**config.mk**
```make
export PLATFORM = sky130hd
export DESIGN_NAME = remote_local_bus_control
export DESIGN_NICKNAME = d
export VERILOG_FILES = /design/src/inc/rl_pkg.sv /design/src/sync_two.sv /design/src/self_test_seq.sv /design/src/remote_local_bus_control.sv
export SDC_FILE = /design/constraint.sdc
export NUM_CORES = 1
export LEC_CHECK = 0
export BUFFER_PORTS_ARGS = -buffer_cell sky130_fd_sc_hd__buf_2
export CORE_MARGIN = 2
export CORE_UTILIZATION = 48
export CTS_CLUSTER_SIZE = 30
export DETAILED_ROUTE_END_ITERATION = 8
export PLACE_DENSITY = 0.83
export SYNTH_ARGS = -nofsm -noshare
export SYNTH_HDL_FRONTEND = slang
export SYNTH_HIERARCHICAL = 1
export SYNTH_SLANG_ARGS = --single-unit
```
**constraint.sdc**
```tcl
create_clock -name sys_clk -period 1.6 [get_ports sys_clk]
set_input_delay 0.32 -clock sys_clk [delete_from_list [all_inputs] [get_ports sys_clk]]
set_output_delay 0.32 -clock sys_clk [all_outputs]
set_load 0.005 [all_outputs]
```
**src/inc/rl_pkg.sv**
```systemverilog
// Purpose: shared constants and types for remote/local bus control
// Assumes: 125 MHz sys_clk, bus messages decoded upstream on sys_clk
// Notes: numbers below are the shared figures; the bench repeats some as literals
package rl_pkg;

  localparam int CLK_MHZ         = 125;
  localparam int SELFTEST_US     = 1000;
  localparam int SELFTEST_CYCLES = SELFTEST_US * CLK_MHZ;
  localparam int SYNC_STAGES     = 2;

  localparam logic [4:0]  ADDR_FACTORY  = 5'h13;
  localparam logic [15:0] SWEEP_FAST_MS = 16'h000A;
  localparam logic [7:0]  ERR_SELFTEST  = 8'hE1;
  localparam logic [7:0]  KEY_PRESET    = 8'h01;
  localparam logic [7:0]  CHAR_I        = 8'h49;
  localparam logic [7:0]  CHAR_P        = 8'h50;
  localparam logic [7:0]  CASE_BIT      = 8'h20;

  typedef enum logic [2:0] {
    MSG_LISTEN,
    MSG_TALK,
    MSG_UNLISTEN,
    MSG_UNTALK,
    MSG_GTL,
    MSG_LLO,
    MSG_DATA
  } busKind_t;

  typedef struct packed {
    logic       valid;
    busKind_t   kind;
    logic [4:0] addr;
    logic [7:0] data;
  } busMsg_t;

  typedef struct packed {
    logic       valid;
    logic [7:0] data;
  } byteEv_t;

  typedef enum logic [1:0] {
    SWEEP_START_STOP,
    SWEEP_CW,
    SWEEP_CENTER
  } sweepMode_t;

  typedef struct packed {
    sweepMode_t  mode;
    logic        fullRange;
    logic [15:0] sweepTimeMs;
    logic        maxLevel;
  } presetCfg_t;

endpackage

```
**src/sync_two.sv**
```systemverilog
// Purpose: two-flop synchroniser for pin levels
// Assumes: inputs asynchronous to sys_clk
// Notes: first stage read only by the second
`timescale 1ns/1ns
module sync_two
  import rl_pkg::*;
#(
  parameter int W = 1
)
(
  // clock and reset
  input  wire logic         sys_clk,
  input  wire logic         nrst,
  // pin side
  input  wire logic [W-1:0] pinIn,
  // logic side
  output logic      [W-1:0] syncOut
);

  logic [W-1:0] stage1;
  logic [W-1:0] next_stage1;
  logic [W-1:0] next_syncOut;

  always_comb
  begin
    next_stage1  = pinIn;
    next_syncOut = stage1;
    if (!nrst)
    begin
      next_stage1  = '0;
      next_syncOut = '0;
    end
  end

  always_ff @(posedge sys_clk)
  begin
    stage1  <= next_stage1;
    syncOut <= next_syncOut;
  end

endmodule

```
**src/self_test_seq.sv**
```systemverilog
// Purpose: power-on self test sequencer
// Assumes: testPass valid at the end of the test window
// Notes: doneP is a one-cycle pulse at the end of the test
`timescale 1ns/1ns
module self_test_seq
  import rl_pkg::*;
#(
  parameter int CYCLES = SELFTEST_CYCLES
)
(
  // clock and reset
  input  wire logic       sys_clk,
  input  wire logic       nrst,
  // test result
  input  wire logic       testPass,
  // display control
  output logic            running,
  output logic            displayBlank,
  output logic            lampsOn,
  output logic            errorShow,
  output logic [7:0]      errorCode,
  output logic            doneP
);

  localparam int CW = $clog2(CYCLES + 1);

  typedef enum logic {ST_RUN, ST_DONE} testSt_t;

  testSt_t        st;
  testSt_t        next_st;
  logic [CW-1:0]  cnt;
  logic [CW-1:0]  next_cnt;
  logic           next_errorShow;
  logic           next_doneP;

  always_comb
  begin
    next_st        = st;
    next_cnt       = cnt;
    next_errorShow = errorShow;
    next_doneP     = 1'b0;
    case (st)
      ST_RUN:
      begin
        next_cnt = cnt + 1'b1;
        if (cnt == CW'(CYCLES - 1))
        begin
          next_st        = ST_DONE;
          next_doneP     = 1'b1;
          next_errorShow = !testPass;
        end
      end
      ST_DONE: next_st = ST_DONE;
      default: next_st = ST_RUN;
    endcase
    if (!nrst)
    begin
      next_st        = ST_RUN;
      next_cnt       = '0;
      next_errorShow = 1'b0;
      next_doneP     = 1'b0;
    end
  end

  always_ff @(posedge sys_clk)
  begin
    st        <= next_st;
    cnt       <= next_cnt;
    errorShow <= next_errorShow;
    doneP     <= next_doneP;
  end

  // blanking and lamp test while the test runs
  assign running      = (st == ST_RUN);
  assign displayBlank = running;
  assign lampsOn      = running;
  assign errorCode    = errorShow ? ERR_SELFTEST : 8'h00;
endmodule

```
**src/remote_local_bus_control.sv**
```systemverilog
// Purpose: remote/local state, address and self test of the bus port
// Assumes: busMsg decoded on sys_clk; keys debounced on sys_clk
// Notes: remote enable and address switches come from pins
`timescale 1ns/1ns
module remote_local_bus_control
  import rl_pkg::*;
#(
  parameter int TEST_CYCLES = SELFTEST_CYCLES
)
(
  // clock and reset
  input  wire logic        sys_clk,
  input  wire logic        nrst,
  // bus pins and decoded messages
  input  wire logic        renPin,
  input  wire logic [4:0]  addrSwitch,
  input  wire busMsg_t     busMsg,
  input  wire logic        talkReady,
  // front panel
  input  wire byteEv_t     keyIn,
  input  wire logic        localReturnKey,
  input  wire logic        addrFuncKey,
  input  wire logic        addrEntryValid,
  input  wire logic [4:0]  addrEntry,
  // instrument state
  input  wire logic [15:0] stateWord,
  input  wire logic        testPass,
  // panel and command outputs
  output byteEv_t          panelOut,
  output byteEv_t          cmdOut,
  output byteEv_t          talkOut,
  // status
  output logic             remoteIndicator,
  output logic             lockoutActive,
  output logic [4:0]       busAddr,
  output logic             addrShow,
  // preset
  output logic             presetP,
  output presetCfg_t       presetCfg,
  // self test
  output logic             displayBlank,
  output logic             lampsOn,
  output logic             errorShow,
  output logic [7:0]       errorCode
);

  typedef enum logic [1:0] {
    ST_LOCS,
    ST_REMS,
    ST_LWLS,
    ST_RWLS
  } rlState_t;

  function automatic logic isChar(input logic [7:0] b,
                                  input logic [7:0] c);
    isChar = ((b | CASE_BIT) == (c | CASE_BIT));
  endfunction

  // synchronised pins
  logic       renQ;
  logic [4:0] switchQ;
  logic       running;
  logic       testDoneP;

  sync_two #(.W(1)) u_sync_ren (
    .sys_clk (sys_clk),
    .nrst    (nrst),
    .pinIn   (renPin),
    .syncOut (renQ)
  );

  sync_two #(.W(5)) u_sync_addr (
    .sys_clk (sys_clk),
    .nrst    (nrst),
    .pinIn   (addrSwitch),
    .syncOut (switchQ)
  );

  self_test_seq #(.CYCLES(TEST_CYCLES)) u_test (
    .sys_clk      (sys_clk),
    .nrst         (nrst),
    .testPass     (testPass),
    .running      (running),
    .displayBlank (displayBlank),
    .lampsOn      (lampsOn),
    .errorShow    (errorShow),
    .errorCode    (errorCode),
    .doneP        (testDoneP)
  );

  // remote/local state
  rlState_t   st;
  rlState_t   next_st;
  logic       listenFlag;
  logic       next_listenFlag;
  logic       talkFlag;
  logic       next_talkFlag;
  logic       prevI;
  logic       next_prevI;
  logic       isRemote;
  logic       isLocked;

  // message decode
  logic msgOk;
  logic ownListen;
  logic gtlHit;
  logic lloHit;
  logic dataHit;
  logic presetHit;

  assign msgOk     = busMsg.valid && !running;
  assign ownListen = msgOk && busMsg.kind == MSG_LISTEN
                     && busMsg.addr == busAddr;
  assign gtlHit    = msgOk && busMsg.kind == MSG_GTL && listenFlag;
  assign lloHit    = msgOk && busMsg.kind == MSG_LLO;
  assign dataHit   = msgOk && busMsg.kind == MSG_DATA && listenFlag;
  assign presetHit = dataHit && prevI && isChar(busMsg.data, CHAR_P);

  assign isRemote = (st == ST_REMS) || (st == ST_RWLS);
  assign isLocked = (st == ST_LWLS) || (st == ST_RWLS);

  always_comb
  begin
    next_st         = st;
    next_listenFlag = listenFlag;
    next_talkFlag   = talkFlag;
    next_prevI      = prevI;
    if (msgOk)
    begin
      case (busMsg.kind)
        MSG_LISTEN:   if (busMsg.addr == busAddr) next_listenFlag = 1'b1;
        MSG_UNLISTEN: next_listenFlag = 1'b0;
        MSG_TALK:     next_talkFlag = (busMsg.addr == busAddr);
        MSG_UNTALK:   next_talkFlag = 1'b0;
        default:      next_talkFlag = talkFlag;
      endcase
    end
    if (dataHit)
      next_prevI = isChar(busMsg.data, CHAR_I);
    case (st)
      ST_LOCS:
      begin
        if (lloHit)
          next_st = ST_LWLS;
        else if (ownListen || dataHit)
          next_st = ST_REMS;
      end
      ST_REMS:
      begin
        if (gtlHit || localReturnKey)
          next_st = ST_LOCS;
        else if (lloHit)
          next_st = ST_RWLS;
      end
      ST_LWLS:
      begin
        if (gtlHit)
          next_st = ST_LOCS;
        else if (ownListen || dataHit)
          next_st = ST_RWLS;
      end
      ST_RWLS:
      begin
        if (gtlHit)
          next_st = ST_LOCS;
      end
      default: next_st = ST_LOCS;
    endcase
    if (!renQ)
      next_st = ST_LOCS;
    if (!nrst)
    begin
      next_st         = ST_LOCS;
      next_listenFlag = 1'b0;
      next_talkFlag   = 1'b0;
      next_prevI      = 1'b0;
    end
  end

  always_ff @(posedge sys_clk)
  begin
    st         <= next_st;
    listenFlag <= next_listenFlag;
    talkFlag   <= next_talkFlag;
    prevI      <= next_prevI;
  end

  // indicators, keys, commands, address, preset
  logic       panelOpen;
  logic       keyPreset;
  logic       next_remoteIndicator;
  logic       next_lockoutActive;
  byteEv_t    next_panelOut;
  byteEv_t    next_cmdOut;
  logic [4:0] next_busAddr;
  logic       next_addrShow;
  logic       next_presetP;
  presetCfg_t next_presetCfg;

  assign panelOpen = !isRemote && !running;
  assign keyPreset = keyIn.valid && panelOpen && keyIn.data == KEY_PRESET;

  always_comb
  begin
    next_remoteIndicator = isRemote;
    next_lockoutActive   = isLocked;
    next_panelOut.valid  = keyIn.valid && panelOpen;
    next_panelOut.data   = keyIn.data;
    next_cmdOut.valid    = dataHit;
    next_cmdOut.data     = busMsg.data;
    next_busAddr         = busAddr;
    next_addrShow        = addrShow;
    if (testDoneP)
      next_busAddr = switchQ;
    if (addrEntryValid && addrShow && panelOpen)
    begin
      next_busAddr  = addrEntry;
      next_addrShow = 1'b0;
    end
    if (addrFuncKey && panelOpen)
      next_addrShow = 1'b1;
    next_presetP   = testDoneP || presetHit || keyPreset;
    next_presetCfg = presetCfg;
    if (next_presetP)
    begin
      next_presetCfg.mode        = SWEEP_START_STOP;
      next_presetCfg.fullRange   = 1'b1;
      next_presetCfg.sweepTimeMs = SWEEP_FAST_MS;
      next_presetCfg.maxLevel    = 1'b1;
    end
    if (!nrst)
    begin
      next_remoteIndicator = 1'b0;
      next_lockoutActive   = 1'b0;
      next_panelOut        = '0;
      next_cmdOut          = '0;
      next_busAddr         = ADDR_FACTORY;
      next_addrShow        = 1'b0;
      next_presetP         = 1'b0;
      next_presetCfg       = '0;
    end
  end

  always_ff @(posedge sys_clk)
  begin
    remoteIndicator <= next_remoteIndicator;
    lockoutActive   <= next_lockoutActive;
    panelOut        <= next_panelOut;
    cmdOut          <= next_cmdOut;
    busAddr         <= next_busAddr;
    addrShow        <= next_addrShow;
    presetP         <= next_presetP;
    presetCfg       <= next_presetCfg;
  end

  // talker: state word sent high byte then low byte
  logic    talkIdx;
  logic    next_talkIdx;
  byteEv_t next_talkOut;

  always_comb
  begin
    next_talkIdx = talkIdx;
    next_talkOut = '0;
    if (talkFlag && talkReady && !running)
    begin
      next_talkOut.valid = 1'b1;
      next_talkOut.data  = talkIdx ? stateWord[7:0] : stateWord[15:8];
      next_talkIdx       = !talkIdx;
    end
    if (!talkFlag)
      next_talkIdx = 1'b0;
    if (!nrst)
    begin
      next_talkIdx = 1'b0;
      next_talkOut = '0;
    end
  end

  always_ff @(posedge sys_clk)
  begin
    talkIdx <= next_talkIdx;
    talkOut <= next_talkOut;
  end
endmodule

```
==> out/qor.log, run 1 <==
qor: logic_synthesis.synthArstFlopShare 0%
qor: timing.grt_setup_unrepaired false
qor: route.routedWlPerCell 12.7 um
qor: timing.setup_viol 0
qor: clock_tree.cts.root.buffer_cell sky130_fd_sc_hd__clkbuf_8
qor: power.netSwitchingPower 0.000890 W
qor: die.chipWidth 84.7 um
qor: route.dr.pass1.iters 4
qor: grt.largest_net_degree_at_the_start_of_global_routing 20
qor: die.height_of_the_chip 84.7 um
qor: route.drtIter0Drc 69
qor: logic_synthesis.synth.distinct_cells 55
qor: route.route.vias.total 2,535
qor: route.antenna_left 0
qor: logic_synthesis.flop_and_latch_count_out_of_synthesis 75
qor: power.power 0.00366 W
qor: timing.fin_setup_tns 0 ns
qor: power.pwr-share-comb 6.2%
qor: logic_synthesis.seq_area_frac_synth 48.1%
qor: timing.finalWorstSetupSlack 0.116 ns
qor: logic_synthesis.synth_top_area_cell sky130_fd_sc_hd__dfxtp_1
qor: clock_tree.number_of_levels_in_the_clock_h_tree 3
qor: power.pwr-share-seq 52.5%
qor: final_layout.design.final.nets 489
qor: worst_setup_path.crit_path_cell_trace and4_4, nand4_4, or4_1, a21oi_1
qor: final_layout.layout_cells_sized_above_1 33.6%
qor: clock_tree.clk-insertion-delay-late 0.36 ns
qor: final_layout.fin_util 60.4%
qor: route.post_drt_via_cell_ratio 4.98
qor: grt.total_track_usage 18.4%
qor: die.design.core.area 0.00631 mm2
qor: logic_synthesis.synth_top_area_share 48.1%
qor: placement.preCtsSetupSlack 0.0662 ns
qor: worst_setup_path.endpoint_kind flop
qor: logic_synthesis.netlist_top_cells_area sky130_fd_sc_hd__dfxtp_1, sky130_fd_sc_hd__buf_4, sky130_fd_sc_hd__and2_1
qor: run.maxCapViolCount 0
qor: final_layout.areaGrowthSynthToFinish 22.2%
qor: clock_tree.cts_made_buffers 9
qor: grt.grt_first_pass_wirelength 10.6 mm
qor: worst_setup_path.cp_data_arrival_time 1.77 ns
qor: placement.port_buffers 106
qor: worst_setup_path.critical_path_class flop to flop
qor: timing.final.setup_skew 0.0132 ns
qor: worst_setup_path.worstSetupStartpointType flop
qor: placement.gp_congestion 0.803
qor: route.wirelength 6.45 mm
qor: logic_synthesis.yosysWarnings 6
qor: die.row_count 29
qor: route.post-route-drc-count 0
qor: power.cell_area_power_density 958 mW/mm2
qor: worst_setup_path.critical_path_peak_fanout 8
qor: timing.timing.final.crit_period 1.48 ns
qor: power.power.internal 0.00277 W
qor: placement.dp.final_hpwl 4.96 mm
qor: worst_setup_path.worstPathRequired 1.88 ns
qor: min_path.hold_path.class primary input to flop
qor: timing.timing.fmax 674 MHz
qor: timing.hold_viol 0
qor: die.pin_count 127
qor: logic_synthesis.mappedNetlistArea 0.00312 mm2
qor: clock_tree.clock_tree_from_tritoncts done
qor: power.p_leak 1.75 nW
qor: grt.grt.overflow.total 0
qor: clock_tree.post-cts-setup-buffers 0
qor: logic_synthesis.syn_inst 322
qor: grt.number_of_global_route_vias_before_repair 2,372
qor: timing.period_share 92.8%
qor: timing.drv_slew 0
qor: logic_synthesis.postSynth.topFlopCell sky130_fd_sc_hd__dfxtp_1
qor: logic_synthesis.post_synth.cell_area_avg 9.70 um2
qor: power.peak_supply_drop 0.000721 V
qor: clock_tree.path_clk_slew 0.09 ns
qor: clock_tree.clk_buf_depth 2
qor: final_layout.insertedDiodeCount 0
qor: die.die-area 0.00717 mm2
qor: logic_synthesis.synth_edf_count 0
qor: status.status finished clean
qor: worst_setup_path.cp_slowest_stage_delay 0.49 ns
qor: clock_tree.cts.sink_count 75
qor: die.start_util 49.5%
qor: worst_setup_path.crit_slowest_cell sky130_fd_sc_hd__or4_1
qor: grt.antenna_found_initial 0
qor: power.power.clock.fraction 41.3%
qor: power.share_of_total_power_consumed_by_net_switching 24.3%
flip-flops by register name, indices dropped and copies added (netlist names):
register,count
u_sync_ren/stage1,1
lockoutActive,1
u_sync_addr/syncOut,5
talkOut,9
st,2
addrShow,1
panelOut,9
cmdOut,9
u_test/cnt,17
u_sync_ren/syncOut,1
listenFlag,1
talkIdx,1
presetP,1
presetCfg,1
u_test/st,1
u_test/doneP,1
u_sync_addr/stage1,5
busAddr,5
remoteIndicator,1
prevI,1
talkFlag,1
u_test/errorShow,1
cell usage after synthesis, types with 2 or more instances:
master and number:
sky130_fd_sc_hd__nor3_1 5, sky130_fd_sc_hd__dfxtp_1 75, sky130_fd_sc_hd__nor4_1 2, sky130_fd_sc_hd__and3_1 6
sky130_fd_sc_hd__buf_4 29, sky130_fd_sc_hd__nand2_1 20, sky130_fd_sc_hd__inv_1 4, sky130_fd_sc_hd__nor2b_1 2
sky130_fd_sc_hd__nor2_1 28, sky130_fd_sc_hd__nand3_1 5, sky130_fd_sc_hd__a21oi_1 12, sky130_fd_sc_hd__clkbuf_1 6
sky130_fd_sc_hd__conb_1 2, sky130_fd_sc_hd__ha_1 2, sky130_fd_sc_hd__nor4b_1 3, sky130_fd_sc_hd__mux2i_1 15
sky130_fd_sc_hd__nand2b_1 2, sky130_fd_sc_hd__or3_1 5, sky130_fd_sc_hd__o21ai_0 11, sky130_fd_sc_hd__a211oi_1 3
sky130_fd_sc_hd__xor2_1 13, sky130_fd_sc_hd__xnor2_1 2, sky130_fd_sc_hd__o22ai_1 2, sky130_fd_sc_hd__nand4_1 5
sky130_fd_sc_hd__buf_6 2, sky130_fd_sc_hd__and2_1 32
cell usage in the layout (no fill, tap or decap), types with 6 or more instances in the layout:
cell type / count
sky130_fd_sc_hd__a21oi_1: 12
sky130_fd_sc_hd__and3_1: 6
sky130_fd_sc_hd__and2_1: 32
sky130_fd_sc_hd__dfxtp_1: 72
sky130_fd_sc_hd__clkbuf_8: 9
sky130_fd_sc_hd__buf_4: 9
sky130_fd_sc_hd__conb_1: 20
sky130_fd_sc_hd__xor2_1: 13
sky130_fd_sc_hd__buf_2: 106
sky130_fd_sc_hd__mux2i_1: 15
sky130_fd_sc_hd__nand2_1: 20
sky130_fd_sc_hd__nor2_1: 28
sky130_fd_sc_hd__o21ai_0: 11
critical path, delay by kind of cell (launching register included):
kind | cells | cell delay (ns)
flip-flops | 1 | 0.38
AO/OA/AOI/OAI | 1 | 0.14
AND/OR/NAND/NOR | 3 | 0.90
repair_timing:
action | 4_1_cts | 5_1_grt
setup endpoints to repair | 0 | 3
gates resized for setup | 0 | 4
hold buffers | 0 | 0
cell type report:
cell class                 count  area [um2]
multi-input combinational    221        1390
inverter                       5        18.8
tap                           77        96.3
sequential                    75        1510
clock buffer                   9         124
timing repair buffer         115         598
fill                         555        2500
clock inverter                 7        83.8
path summary, 6_finish.rpt:
path,from,end,slack [ns],depth (start not counted)
hold / removal,keyIn[0],panelOut[0]$_SDFF_PN0_,0.17,2
setup / recovery,u_test/cnt[7]$_SDFFE_PN0N_,u_test/cnt[15]$_SDFFE_PN0N_,0.12,4
hold reg to reg,u_sync_addr/stage1[3]$_SDFF_PN0_,u_sync_addr/syncOut[3]$_SDFF_PN0_,0.44,1
setup reg to reg,u_test/cnt[7]$_SDFFE_PN0N_,u_test/cnt[15]$_SDFFE_PN0N_,0.12,4
cell families (layout without fill, tap and decap cells):
group	Yosys count	count (layout)	synth area share, %
DFF	75	75	48.1
and+or+nand+nor	135	135	25.7
other	2	20	0.240
adders and majority gates	2	2	0.801
xor gates and xnor gates	15	15	4.21
buffers and inverters	44	136	9.61
AOI/OAI and AO/OA	34	34	6.53
muxes	15	15	4.81
stage by stage:
step           instances  area, um2  hold WS (ns)
2_1_floorplan        340       3190         0.406
3_3_place_gp         493       3600         0.413
3_5_place_dp         493       3600         0.419
4_1_cts              509       3810         0.155
5_1_grt              509       3820         0.165
6_report             509       3820         0.168
layer usage:
| metal | share of wire, % | track usage, % | vias to the layer above | wire length (um) |
|---|---|---|---|---|
| met5 | 0 | 0 | - | 0 |
| li1 | - | - | 1258 | - |
| met4 | 1.6 | 9.81 | 0 | 104 |
| met1 | 41 | 21.6 | 1172 | 2670 |
| met2 | 50 | 31.4 | 96 | 3200 |
| met3 | 7.3 | 4.13 | 9 | 474 |
power groups by stage:
stage                     Clock [W]  Combinational [W]  Sequential [W]
after floorplan                   0           0.000126         0.00197
after global placement            0           0.000220         0.00196
after detailed placement          0           0.000226         0.00196
after CTS                   0.00154           0.000227         0.00192
after global routing        0.00162           0.000254         0.00192
final                       0.00151           0.000226         0.00192
(Power assumes the default switching activity.)
==> inputs of run 2 (changes only) <==
--- a/config.mk
+++ b/config.mk
@@ -8,6 +8,7 @@
 export BUFFER_PORTS_ARGS = -buffer_cell sky130_fd_sc_hd__buf_2
 export CORE_MARGIN = 2
 export CORE_UTILIZATION = 48
+export CTS_BUF_LIST = sky130_fd_sc_hd__clkbuf_4 sky130_fd_sc_hd__clkbuf_8 sky130_fd_sc_hd__clkbuf_16
 export CTS_CLUSTER_SIZE = 30
 export DETAILED_ROUTE_END_ITERATION = 8
 export PLACE_DENSITY = 0.83
==> constraint.sdc (replaced) <==
create_clock -name sys_clk -period 1.6 [get_ports sys_clk]
set_input_delay 0.08 -clock sys_clk [delete_from_list [all_inputs] [get_ports sys_clk]]
set_output_delay 0.08 -clock sys_clk [all_outputs]
set_load 0.005 [all_outputs]
==> run 2 against run 1 <==
Net effect: the flow now finishes with violations (negative hold slack); count of clock-buffer cells in the layout up 1; sequential power about the same; cell count up 7.9%; die area unchanged; design area up 11%; first-iteration DRC count up 84%; non-clock buffer count up 41; via count up 8.2%; highest routed layer unchanged.
==> out/qor.log, run 2 (synthesized netlist as in run 1, its figures left out) <==
qor: status.status finished with violations
qor: status.failed_checks negative hold slack
qor: grt.largest_net_degree_at_the_start_of_global_routing 26
qor: timing.drv_slew 0
qor: run.maxCapViolCount 0
qor: timing.hold_ws -0.00269 ns
qor: die.chipWidth 84.7 um
qor: clock_tree.cts_made_buffers 9
qor: grt.total_track_usage 22.9%
qor: power.pwr-share-seq 51.8%
qor: power.peak_supply_drop 0.000781 V
qor: final_layout.areaGrowthSynthToFinish 35.4%
qor: timing.timing.final.crit_period 1.52 ns
qor: worst_setup_path.cp_data_arrival_time 1.80 ns
qor: worst_setup_path.critical_path_buf_inv_count 0
qor: final_layout.regArea 0.00150 mm2
qor: clock_tree.clk-insertion-delay-late 0.35 ns
qor: timing.period_share 95.0%
qor: worst_setup_path.crit_slowest_cell sky130_fd_sc_hd__or4_1
qor: final_layout.fillCellCount 454
qor: route.dr.pass1.iters 4
qor: final_layout.largest-register u_test/cnt
qor: worst_setup_path.cpLargestDelayFamily simple AND/OR/NAND/NOR gates
qor: grt.grt.overflow.total 0
qor: power.share_of_total_power_consumed_by_net_switching 23.3%
qor: die.design.core.area 0.00631 mm2
qor: timing.timing.fmax 658 MHz
qor: power.netSwitchingPower 0.000864 W
qor: route.post-route-drc-count 0
qor: timing.hold_viol 1
qor: final_layout.final_cell_mix sky130_fd_sc_hd__buf_2, sky130_fd_sc_hd__dfxtp_1, sky130_fd_sc_hd__dlygate4sd3_1, sky130_fd_sc_hd__and2_1, sky130_fd_sc_hd__nor2_1
qor: placement.dpl-instance-area 0.00358 mm2
qor: worst_setup_path.worstPathRequired 1.88 ns
qor: route.dr.max_layer_used met4
qor: placement.placedCellCount 490
qor: clock_tree.number_of_levels_in_the_clock_h_tree 3
qor: grt.antenna_found_initial 0
qor: final_layout.design.final.nets 530
qor: final_layout.final_common_cell sky130_fd_sc_hd__buf_2
qor: route.routedWlPerCell 14.4 um
qor: final_layout.largest_register_ffs 17
qor: timing.setup_viol 0
qor: worst_setup_path.worstSetupStartpointType flop
qor: placement.gp_congestion 0.846
qor: route.wl_met1 3.22 mm
qor: worst_setup_path.crit_path_cell_trace and4_4, nand4_4, or4_1, a21oi_1
qor: die.height_of_the_chip 84.7 um
qor: placement.port_buffers 106
qor: route.drtIter0Drc 127
qor: route.wirelength 7.89 mm
qor: die.row_count 29
qor: clock_tree.cts.sink_count 75
qor: final_layout.layout_cells_sized_above_1 30.1%
qor: die.pin_count 127
qor: clock_tree.clk_buf_depth 2
qor: worst_setup_path.cp_slowest_stage_delay 0.49 ns
qor: clock_tree.clock_tree_from_tritoncts done
qor: route.dr_wl_met2 4.10 mm
qor: worst_setup_path.critical_path_class flop to flop
qor: worst_setup_path.critical_path_peak_fanout 8
qor: final_layout.insertedDiodeCount 0
qor: min_path.hold_path.class primary input to flop
qor: final_layout.multi_input_area 0.00140 mm2
qor: placement.dp.final_hpwl 4.76 mm
qor: route.met3_wirelength 446 um
qor: grt.number_of_global_route_vias_before_repair 2,714
qor: worst_setup_path.endpoint_kind flop
qor: timing.final.setup_skew 0.00960 ns
qor: final_layout.fin_cells 549
qor: grt.grt_first_pass_wirelength 13.0 mm
qor: power.cell_area_power_density 878 mW/mm2
qor: power.power.clock.fraction 39.7%
qor: timing.worstMarginPinSlew 0.514 ns
qor: worst_setup_path.r2r_setup_slack 0.08 ns
qor: power.pwr-share-comb 8.5%
qor: route.antenna_left 0
qor: power.power.internal 0.00285 W
qor: power.p_leak 1.93 nW
qor: die.start_util 49.5%
qor: route.post_drt_via_cell_ratio 5.00
qor: route.route.vias.total 2,744
qor: final_layout.finalInstanceArea 0.00423 mm2
qor: clock_tree.cts.root.buffer_cell sky130_fd_sc_hd__clkbuf_8
qor: timing.slew-limit-headroom 65.7%
qor: die.die-area 0.00717 mm2
qor: clock_tree.path_clk_slew 0.07 ns
## run 2: final cells by class
type | count | area share [%]
Inverter | 5 | 0.444
Timing Repair Buffer | 156 | 24.0
Tap cell | 77 | 2.28
Multi-Input combinational cell | 221 | 33.1
Clock buffer | 10 | 3.25
Clock inverter | 5 | 1.45
Sequential cell | 75 | 35.5
## run 2: power by group through the flow
stage / registers [W] / logic [W] / clock network, W
finish: 0.00192 / 0.000316 / 0.00147
global route: 0.00193 / 0.000347 / 0.00158
floorplan: 0.00197 / 0.000126 / 0
global placement: 0.00196 / 0.000212 / 0
CTS: 0.00192 / 0.000298 / 0.00149
detailed placement: 0.00197 / 0.000217 / 0
## run 2: timing repair
item                                    4_1_cts  5_1_grt
resized for setup                             0        5
endpoints found under the setup margin        0        5
hold endpoints to repair                     36        1
setup buffers                                 0        1
hold buffers                                 42        1
## run 2: routing by layer
layer  vias to the layer above  track usage [%]
met1                      1291             26.4
li1                       1337                -
met4                         0             9.67
met3                        11             4.72
met2                       105             41.1
met5                         -                0
## run 2: final timing paths
kind / startpoint / depth (start not counted) / to
setup reg to reg: u_test/cnt[9]$_SDFFE_PN0N_ / 4 / u_test/cnt[15]$_SDFFE_PN0N_
setup / recovery: u_test/cnt[9]$_SDFFE_PN0N_ / 4 / u_test/cnt[15]$_SDFFE_PN0N_
hold / removal: stateWord[8] / 3 / talkOut[0]$_SDFF_PN0_
hold reg to reg: u_sync_addr/stage1[3]$_SDFF_PN0_ / 1 / u_sync_addr/syncOut[3]$_SDFF_PN0_
## run 2: worst register-to-register path, delay by kind of cell (launching register included)
kind	cells	cell delay, ns
flip-flops	1	0.39
AO/OA/AOI/OAI	1	0.16
AND/OR/NAND/NOR	3	0.91
## run 2: per-stage QoR
step / total power (W) / setup slack (ns) / TNS [ns] / util (%)
global route: 0.00385 / -0.0354 / -0.0827 / 67.0
detailed placement: 0.00218 / 0.0715 / 0 / 56.7
finish: 0.00371 / 0.0803 / 0 / 67.0
CTS: 0.00371 / 0.0555 / 0 / 66.5
floorplan: 0.00209 / 0.123 / 0 / -
global placement: 0.00218 / 0.142 / 0 / 56.7
